[config.mk]
export PLATFORM = sky130hd
export DESIGN_NAME = reference_input_selector
export DESIGN_NICKNAME = d
export VERILOG_FILES = /design/src/rtl/ref_select_pkg.sv /design/src/rtl/reference_input_selector.sv
export SDC_FILE = /design/constraint.sdc
export NUM_CORES = 1
export LEC_CHECK = 0
export ABC_AREA = 1
export BUFFER_PORTS_ARGS = -buffer_cell sky130_fd_sc_hd__buf_2
export CORE_ASPECT_RATIO = 1.4
export CORE_UTILIZATION = 46
export DETAILED_ROUTE_END_ITERATION = 7
export HOLD_SLACK_MARGIN = 0.06
export PLACE_DENSITY = 0.7
export SYNTH_ARGS = -nofsm -noshare
export SYNTH_HDL_FRONTEND = slang
export SYNTH_SLANG_ARGS = --single-unit
[constraint.sdc]
create_clock -name i_clock -period 3.58 [get_ports i_clock]
set_input_delay 0.716 -clock i_clock [delete_from_list [all_inputs] [get_ports i_clock]]
set_output_delay 0.716 -clock i_clock [all_outputs]
set_load 0.05 [all_outputs]
[src/rtl/ref_select_pkg.sv]
// Constants, field layouts and types for the reference input selector.
// Assumes a single register port on the serial control clock domain.
package ref_select_pkg;

  localparam int          NUM_INPUTS        = 4;
  localparam logic [7:0]  ADDR_PRIORITY     = 8'h14;
  localparam logic [7:0]  ADDR_MODE         = 8'h15;
  localparam logic [7:0]  ADDR_HOLDOFF      = 8'h16;
  localparam logic [7:0]  ADDR_COUNTER      = 8'h17;

  localparam logic [7:0]  RESET_PRIORITY    = 8'hE0;
  localparam logic [7:0]  RESET_MODE        = 8'h00;
  localparam logic [7:0]  RESET_HOLDOFF     = 8'h80;
  localparam logic [7:0]  RESET_COUNTER     = 8'h82;

  localparam logic [7:0]  MASK_MODE         = 8'h7F;
  localparam logic [7:0]  MASK_COUNTER      = 8'hCF;

  localparam logic [1:0]  MODE_MANUAL       = 2'h0;
  localparam logic [1:0]  MODE_AUTO         = 2'h1;
  localparam logic [1:0]  MODE_SHORT_HOLD   = 2'h2;
  localparam logic [1:0]  MODE_AUTO_HOLD    = 2'h3;

  // Validation lengths in counter steps (one input period, or four with the prescale bit), index is the validation count code.
  localparam logic [8:0]  VAL_LEN_DIV1 [4]  = '{9'h002, 9'h010, 9'h020, 9'h040};
  localparam logic [8:0]  VAL_LEN_DIV4 [4]  = '{9'h008, 9'h040, 9'h080, 9'h100};

  // Hold-off prescale exponents, index is the hold-off prescale code.
  localparam logic [4:0]  HOLD_EXP [4]      = '{5'h0F, 5'h10, 5'h11, 5'h11};
  localparam int          HOLD_PRE_W        = 17;

  typedef struct packed {
    logic [1:0] prio_0;
    logic [1:0] prio_1;
    logic [1:0] prio_2;
    logic [1:0] prio_3;
  } priority_s;

  typedef struct packed {
    logic       reserved;
    logic       ref_loss_block;
    logic       validation_prescale_sel;
    logic       revertive_enable;
    logic [1:0] ref_select_mode;
    logic [1:0] manual_sel;
  } mode_s;

  typedef struct packed {
    logic [1:0] holdoff_prescale;
    logic [1:0] reserved;
    logic [1:0] input_powerdown;
    logic [1:0] validation_count;
  } counter_s;

  typedef enum logic [1:0] {
    SEL_IDLE,
    SEL_LOCKED,
    SEL_HOLDOFF,
    SEL_NONE
  } sel_state_e;

endpackage

[src/rtl/reference_input_selector.sv]
// Reference input selector: register port, input loss tracking and selection.
// Assumes input clocks are sampled on i_clock, which is far faster than them.
`timescale 1ns/10ps

// Overview of operation
// - Every input has a two-bit priority where 00 is the lowest and 11 the highest.
// - Among inputs with equal priority the lowest-numbered input wins.
// - A prescale bit makes the validation count run on the input clock divided by 1 or by 4.
// - The revertive setting only matters when the low mode bit is 1.
// - With revertive off, a non-selected input becoming valid leaves the selection alone.
// - With revertive on, a revalidated input takes over only if it outranks the current reference.
// - After reset revertive switching is off and the mode is manual.
// - Mode codes are 00 manual, 01 automatic, 10 short-term holdover, 11 automatic with holdover.
// - In mode 00 the reference is the manually chosen input; in mode 10 it is that input until failover.
// - In automatic modes a state machine picks the reference from loss states and priorities.
// - The manual choice routes input 0 for 00 and input 1 for 01 and is ignored in automatic modes.
// - In short-term holdover a hold-off counter starts on loss, fails over at zero, then reloads.
// - A failed input counts valid periods down, missing edges reload it, and completion clears loss once its loss input is low.
module reference_input_selector
  import ref_select_pkg::*;
#(
  parameter int N = NUM_INPUTS
) (
  // Clock, reset and freeze.
  input  wire logic         i_clock,
  input  wire logic         i_reset_n,
  input  wire logic         i_enable,
  // Register port.
  input  wire logic [7:0]   i_reg_addr,
  input  wire logic         i_reg_write,
  input  wire logic [7:0]   i_reg_wdata,
  output logic [7:0]        o_reg_rdata,
  // Reference inputs and status.
  input  wire logic [N-1:0] i_ref_clock,
  input  wire logic [N-1:0] i_ref_loss,
  output logic [1:0]        o_ref_select,
  output logic              o_ref_valid,
  output logic [N-1:0]      o_loss_flag
);

  ////////////////////////////////////////////////////////////////////////////
  // Registers.
  priority_s  prio_q, prio_d;
  mode_s      mode_q, mode_d;
  logic [7:0] holdoff_q, holdoff_d;
  counter_s   cnt_q, cnt_d;
  logic [7:0] rdata_q, rdata_d;

  always_comb begin
    prio_d    = prio_q;
    mode_d    = mode_q;
    holdoff_d = holdoff_q;
    cnt_d     = cnt_q;
    if (i_reg_write) begin
      case (i_reg_addr)
        ADDR_PRIORITY: prio_d    = i_reg_wdata;
        ADDR_MODE:     mode_d    = i_reg_wdata & MASK_MODE;
        ADDR_HOLDOFF:  holdoff_d = i_reg_wdata;
        ADDR_COUNTER:  cnt_d     = i_reg_wdata & MASK_COUNTER;
        default:       ;
      endcase
    end
    case (i_reg_addr)
      ADDR_PRIORITY: rdata_d = prio_q;
      ADDR_MODE:     rdata_d = mode_q;
      ADDR_HOLDOFF:  rdata_d = holdoff_q;
      ADDR_COUNTER:  rdata_d = cnt_q;
      default:       rdata_d = 8'h00;
    endcase
  end

  always_ff @(posedge i_clock or negedge i_reset_n) begin
    if (!i_reset_n) begin
      prio_q    <= RESET_PRIORITY;
      mode_q    <= RESET_MODE;
      holdoff_q <= RESET_HOLDOFF;
      cnt_q     <= RESET_COUNTER;
      rdata_q   <= 8'h00;
    end else if (i_enable) begin
      prio_q    <= prio_d;
      mode_q    <= mode_d;
      holdoff_q <= holdoff_d;
      cnt_q     <= cnt_d;
      rdata_q   <= rdata_d;
    end
  end

  assign o_reg_rdata = rdata_q;

  ////////////////////////////////////////////////////////////////////////////
  // Input synchronisers and edge detection.
  logic [N-1:0] clk_s1_q, clk_s2_q, clk_s3_q;
  logic [N-1:0] los_s1_q, los_s2_q;
  logic [N-1:0] edge_w;

  always_ff @(posedge i_clock or negedge i_reset_n) begin
    if (!i_reset_n) begin
      clk_s1_q <= '0;
      clk_s2_q <= '0;
      clk_s3_q <= '0;
      los_s1_q <= '0;
      los_s2_q <= '0;
    end else if (i_enable) begin
      clk_s1_q <= i_ref_clock;
      clk_s2_q <= clk_s1_q;
      clk_s3_q <= clk_s2_q;
      los_s1_q <= i_ref_loss;
      los_s2_q <= los_s1_q;
    end
  end

  assign edge_w = clk_s2_q & ~clk_s3_q;

  ////////////////////////////////////////////////////////////////////////////
  // Validation counters, one per input.
  // The missing-edge window is a parameter because the input period is unknown here.
  localparam int          WIN_W   = 8;
  localparam logic [7:0]  WIN_MAX = 8'hFF;

  logic [N-1:0]       loss_q, loss_d;
  logic [8:0]         val_q [N], val_d [N];
  logic [WIN_W-1:0]   win_q [N], win_d [N];
  logic [1:0]         pre_q [N], pre_d [N];
  logic [N-1:0]       revalid_w;
  logic [8:0]         val_len;

  always_comb begin
    val_len = mode_q.validation_prescale_sel ? VAL_LEN_DIV4[cnt_q.validation_count]
                                             : VAL_LEN_DIV1[cnt_q.validation_count];
    loss_d    = loss_q;
    revalid_w = '0;
    for (int i = 0; i < N; i++) begin
      val_d[i] = val_q[i];
      win_d[i] = win_q[i];
      pre_d[i] = pre_q[i];
      if (los_s2_q[i] && !loss_q[i]) begin
        loss_d[i] = 1'b1;
        val_d[i]  = val_len;
        win_d[i]  = '0;
        pre_d[i]  = '0;
      end else if (loss_q[i]) begin
        if (edge_w[i]) begin
          win_d[i] = '0;
          pre_d[i] = pre_q[i] + 2'h1;
          if (!mode_q.validation_prescale_sel || pre_q[i] == 2'h3) begin
            if (val_q[i] <= 9'h001) begin
              loss_d[i]    = los_s2_q[i];
              revalid_w[i] = !los_s2_q[i];
            end else begin
              val_d[i] = val_q[i] - 9'h001;
            end
          end
        end else if (win_q[i] == WIN_MAX) begin
          val_d[i] = val_len;
          win_d[i] = '0;
        end else begin
          win_d[i] = win_q[i] + 1'b1;
        end
      end
    end
  end

  always_ff @(posedge i_clock or negedge i_reset_n) begin
    if (!i_reset_n) begin
      loss_q <= '0;
      for (int i = 0; i < N; i++) begin
        val_q[i] <= '0;
        win_q[i] <= '0;
        pre_q[i] <= '0;
      end
    end else if (i_enable) begin
      loss_q <= loss_d;
      for (int i = 0; i < N; i++) begin
        val_q[i] <= val_d[i];
        win_q[i] <= win_d[i];
        pre_q[i] <= pre_d[i];
      end
    end
  end

  assign o_loss_flag = loss_q;

  ////////////////////////////////////////////////////////////////////////////
  // Priority pick and selection state machine.
  logic [1:0] prio_w [N];
  logic [1:0] best_w;
  logic       any_w;

  assign prio_w[0] = prio_q.prio_0;
  assign prio_w[1] = prio_q.prio_1;
  assign prio_w[2] = prio_q.prio_2;
  assign prio_w[3] = prio_q.prio_3;

  always_comb begin
    best_w = '0;
    any_w  = 1'b0;
    // Scan from the top so that a non-strict compare keeps the lowest index on ties.
    // Next-cycle loss flags let an input that revalidates now take part at once.
    for (int i = N - 1; i >= 0; i--) begin
      if (!loss_d[i] && (!any_w || prio_w[i] >= prio_w[best_w])) begin
        best_w = 2'(i);
        any_w  = 1'b1;
      end
    end
  end

  sel_state_e  state_q, state_d;
  logic [1:0]  auto_q, auto_d;
  logic [7:0]  hold_q, hold_d;
  logic [HOLD_PRE_W-1:0] hpre_q, hpre_d;
  logic        manual_w, hold_tick_w;
  logic        fover_q, fover_d;
  logic        rev_up_w;

  assign manual_w    = !mode_q.ref_select_mode[0];
  assign hold_tick_w = hpre_q == HOLD_PRE_W'((1 << HOLD_EXP[cnt_q.holdoff_prescale]) - 1);

  always_comb begin
    state_d = state_q;
    auto_d  = auto_q;
    hold_d  = hold_q;
    hpre_d  = hpre_q;
    fover_d = fover_q;
    rev_up_w = 1'b0;
    // Revertive switching only counts an input that outranks the current reference.
    for (int i = 0; i < N; i++) begin
      if (revalid_w[i] && prio_w[i] > prio_w[auto_q]) begin
        rev_up_w = 1'b1;
      end
    end
    // The failover of short-term holdover lasts only while the manual input stays lost.
    if (mode_q.ref_select_mode != MODE_SHORT_HOLD || !loss_q[mode_q.manual_sel]) begin
      fover_d = 1'b0;
    end
    case (state_q)
      SEL_IDLE: begin
        auto_d  = mode_q.manual_sel;
        state_d = SEL_LOCKED;
      end
      SEL_LOCKED: begin
        if (mode_q.ref_select_mode == MODE_SHORT_HOLD && loss_q[mode_q.manual_sel] && !fover_q) begin
          hold_d  = holdoff_q;
          hpre_d  = '0;
          state_d = SEL_HOLDOFF;
        end else if (!manual_w) begin
          if (loss_q[auto_q]) begin
            auto_d  = best_w;
            state_d = any_w ? SEL_LOCKED : SEL_NONE;
          end else if (mode_q.revertive_enable && rev_up_w) begin
            auto_d = best_w;
          end
        end
      end
      SEL_HOLDOFF: begin
        if (mode_q.ref_select_mode != MODE_SHORT_HOLD) begin
          state_d = SEL_LOCKED;
        end else if (hold_tick_w) begin
          hpre_d = '0;
          if (hold_q == 8'h00) begin
            auto_d  = best_w;
            fover_d = 1'b1;
            hold_d  = holdoff_q;
            state_d = any_w ? SEL_LOCKED : SEL_NONE;
          end else begin
            hold_d = hold_q - 8'h01;
          end
        end else begin
          hpre_d = hpre_q + 1'b1;
        end
      end
      SEL_NONE: begin
        if (any_w || manual_w) begin
          auto_d  = best_w;
          state_d = SEL_LOCKED;
        end
      end
      default: state_d = SEL_IDLE;
    endcase
  end

  always_ff @(posedge i_clock or negedge i_reset_n) begin
    if (!i_reset_n) begin
      state_q <= SEL_IDLE;
      auto_q  <= '0;
      hold_q  <= '0;
      hpre_q  <= '0;
      fover_q <= 1'b0;
    end else if (i_enable) begin
      state_q <= state_d;
      auto_q  <= auto_d;
      hold_q  <= hold_d;
      hpre_q  <= hpre_d;
      fover_q <= fover_d;
    end
  end

  ////////////////////////////////////////////////////////////////////////////
  // Output select. Short-term holdover follows the manual choice until failover.
  logic [1:0] sel_q, sel_d;
  logic       valid_q, valid_d;

  always_comb begin
    if (mode_q.ref_select_mode == MODE_MANUAL) begin
      sel_d = mode_q.manual_sel;
    end else if (mode_q.ref_select_mode == MODE_SHORT_HOLD) begin
      sel_d = fover_q ? auto_q : mode_q.manual_sel;
    end else begin
      sel_d = auto_q;
    end
    valid_d = state_q != SEL_NONE && state_q != SEL_IDLE;
  end

  always_ff @(posedge i_clock or negedge i_reset_n) begin
    if (!i_reset_n) begin
      sel_q   <= '0;
      valid_q <= 1'b0;
    end else if (i_enable) begin
      sel_q   <= sel_d;
      valid_q <= valid_d;
    end
  end

  assign o_ref_select = sel_q;
  assign o_ref_valid  = valid_q;

endmodule // reference_input_selector

==> flow_metrics.env <==
export IMPL_outcome="finished, violations left"
export IMPL_failed_checks="negative setup slack"
export IMPL_clk_pin_slew_worst_paths_ns=0.07
export IMPL_grt_max_degree=61
export IMPL_synth_async_reset_ratio_pct=100
export IMPL_yosysTopAreaCell="dfrtp_1"
export IMPL_core_area_mm2=0.0214
export IMPL_maxCapViolCount=0
export IMPL_port_buffers=42
export IMPL_synthToLayoutAreaGrowth_pct=14.4
export IMPL_yosysWarnings=0
export IMPL_dpl_cell_area_mm2=0.0109
export IMPL_grt_pass1_vias=8613
export IMPL_fin_skew_ns=0.0115
export IMPL_placedCellCount=1681
export IMPL_rows=63
export IMPL_worstSkewPairLatency_ns=0.45
export IMPL_rsz0062_at_grt="yes"
export IMPL_cts_tree="yes"
export IMPL_fmax_mhz=244
export IMPL_place_ws_ns=-0.526
export IMPL_cp_required_ns=3.97
export IMPL_vdd_drop_max_mv=0.394
export IMPL_synth_compound_area_share_pct=16.2
export IMPL_synth_top_family_by_area="simple AND/OR/NAND/NOR gates"
export IMPL_synth_top_area_share_pct=40.6
export IMPL_gr_total_overflow=0
export IMPL_gp_congestion=0.937
export IMPL_cp_max_fo=8
export IMPL_drive_gt1_share_pct=15.1
export IMPL_start_kind="register"
export IMPL_crit_type="reg2reg"
export IMPL_layout_commonest_cell="nand2_1"
export IMPL_io_pins=43
export IMPL_layout_common_cells="293 x nand2_1, 179 x inv_1, 163 x dfrtp_1, 153 x o21ai_0, 106 x nor2_1"
export IMPL_power_density_mw_per_mm2=607
export IMPL_fin_area_mm2=0.0116
export IMPL_die_h_um=177
export IMPL_min_path_type="in2async"
export IMPL_antenna_found_initial=0
export IMPL_tns_ns=-1.03
export IMPL_final_max_slew_viol_count=0
export IMPL_synth_seq_area_share_pct=42.2
export IMPL_ys_types=53
export IMPL_period_minus_slack_ns=4.10
export IMPL_synthSimpleGateAreaFrac_pct=25.7
export IMPL_muxShareOfSynthArea_pct=0
export IMPL_worst_slew_pin_slew_ns=1.04
export IMPL_wl_mm=25.0
export IMPL_critPathMostFrequentCell="nand2_1"
export IMPL_syn_avg_cell_area_um2=7.61
export IMPL_drc=0
export IMPL_slowest_stage="dfrtp_1"
export IMPL_dp_hpwl_mm=19.1
export IMPL_synthAdderAreaFrac_pct=4.71
export IMPL_dominantRegCellSynth="dfrtp_1"
export IMPL_nNetsFinal=1475
export IMPL_drt_iter0_drc=512
export IMPL_synth_edff_count=0
export IMPL_dieArea_mm2=0.0226
export IMPL_postCtsHoldBufs=0
export IMPL_slew_limit_headroom_pct=30.0
export IMPL_total_power_mw=7.02
export IMPL_power_leakage_nw=5.59
export IMPL_slowest_delay_ns=0.41
export IMPL_htree_levels=4
export IMPL_drtPass1Iterations=7
export IMPL_syn_inst=1327
export IMPL_hold_viol=0
export IMPL_start_util_pct=47.3
export IMPL_avgViaCountPerCell=5.22
export IMPL_dr_total_vias=8940
export IMPL_grt_use_total_pct=23.6
export IMPL_n_antenna_cell=0
export IMPL_final_antenna_net_count=0
export IMPL_clock_sinks=170
export IMPL_synth_area_mm2=0.0101
export IMPL_synth_xor_area_share_pct=2.51
export IMPL_synth_seq_cells=170
export IMPL_layoutNonFillerInstCount=1713
export IMPL_clk_path_buf_depth=2
export IMPL_yosys_top_cells_area="dfrtp_1 41%, nand2_1 11%, o21ai_0 7.7%"
export IMPL_die_x_um=127
export IMPL_wire_per_inst_um=14.6
export IMPL_setup_viol=2
export IMPL_rrSetupSlack_ns=-0.52
export IMPL_cts_root_buffer="clkbuf_16"
export IMPL_cts_made_buffers=17
export IMPL_fin_ws_ns=-0.524
export IMPL_end_kind="register"
export IMPL_grt_pass1_wl_mm=41.5
export IMPL_post_route_period_util_pct=115
export IMPL_cp_arrival_ns=4.49
[where the power goes]
group | total, mW | switching, mW | internal, mW | leakage, nW
Combinational | 2.48 | 1.55 | 0.934 | 3.12
Sequential | 2.73 | 0.371 | 2.36 | 2.20
Clock | 1.81 | 0.810 | 0.999 | 0.278
[registers in the layout, indices dropped and copies added, names as in the netlist]
name and cells:
fover_q 1, o_ref_select 2, los_s2_q 4, hold_q 8
state_q 2, cnt_q 6, auto_q 2, holdoff_q 8
val_q 36, mode_q 7, prio_q 8, win_q 32
o_loss_flag 4, pre_q 8, clk_s2_q 4, o_reg_rdata 8
hpre_q 17, los_s1_q 4, clk_s3_q 4, o_ref_valid 1
clk_s1_q 4
[area by class of cell]
| cell class | instances | area (µm²) |
|---|---|---|
| Tap cell | 292 | 365 |
| Multi-Input combinational cell | 934 | 5040 |
| Clock inverter | 12 | 115 |
| Clock buffer | 19 | 453 |
| Fill cell | 2053 | 9800 |
| Timing Repair Buffer | 88 | 574 |
| Inverter | 198 | 748 |
| Sequential cell | 170 | 4260 |
[repair_timing]
item,in CTS,in global routing
gates resized for setup,3,14
buffers inserted,0,1
pin swaps,1,5
setup endpoints to repair,2,2
[critical path: cells and delay by family, from the launching register on]
kind                       cells  cell delay (ns)
and+or+nand+nor               19             1.43
buffers and inverters          4             0.31
adders and majority gates      4             0.82
DFF                            1             0.41
AOI/OAI and AO/OA              9             1.06
[cells by family (layout without fill, tap and decap cells)]
logic type / count (synthesis) / in the layout
compound gates: 291 / 291
xor+xnor: 29 / 29
fa+ha+maj: 38 / 38
buf+inv: 224 / 317
flops: 170 / 170
other cells: 1 / 2
simple gates: 574 / 574
[cells in the mapped netlist, types with 9 or more instances]
cell type  instances
dfrtp_1          164
nand3_1           64
o211ai_1          16
inv_2             13
clkbuf_1          15
o21ai_1           12
nand2_1          299
a21oi_1           57
nor3_1            23
nand2_2           13
inv_1            181
xor2_1            22
nand4_1           18
o21ai_0          156
nor2_1           110
ha_1              38
buf_2              9
[path summary, 6_finish.rpt]
check	start	endpoint	cells after the start
max in group asynchronous	i_reset_n	hpre_q[8]$_DFFE_PN0P_	2
worst max register to register	val_q[1]$_DFFE_PN0P_	auto_q[0]$_DFFE_PN0P_	36
worst min-delay path	i_reset_n	win_q[21]$_DFFE_PN0P_	1
worst max-delay path	val_q[1]$_DFFE_PN0P_	auto_q[0]$_DFFE_PN0P_	36
min in group i_clock	i_ref_loss[1]	los_s1_q[1]$_DFFE_PN0P_	3
worst min register to register	los_s1_q[1]$_DFFE_PN0P_	los_s1_q[1]$_DFFE_PN0P_	2
[metal layers]
metal  share of wire, %  vias to the layer above  global-route usage [%]
met5                  0                        -                       0
met4                3.4                        0                    11.4
met3                3.0                       49                    2.98
met2                 52                      177                    43.5
met1                 42                     4213                    26.9
li1                   -                     4501                       -
[stage by stage]
stage,util (%),hold slack [ns]
after CTS,53.9,0.233
final,54.1,0.215
after global placement,51.2,0.456
after floorplan,-,0.420
after detailed placement,51.2,0.460
after global routing,54.1,0.256
No activity file was read; power rests on OpenSTA's default activity.
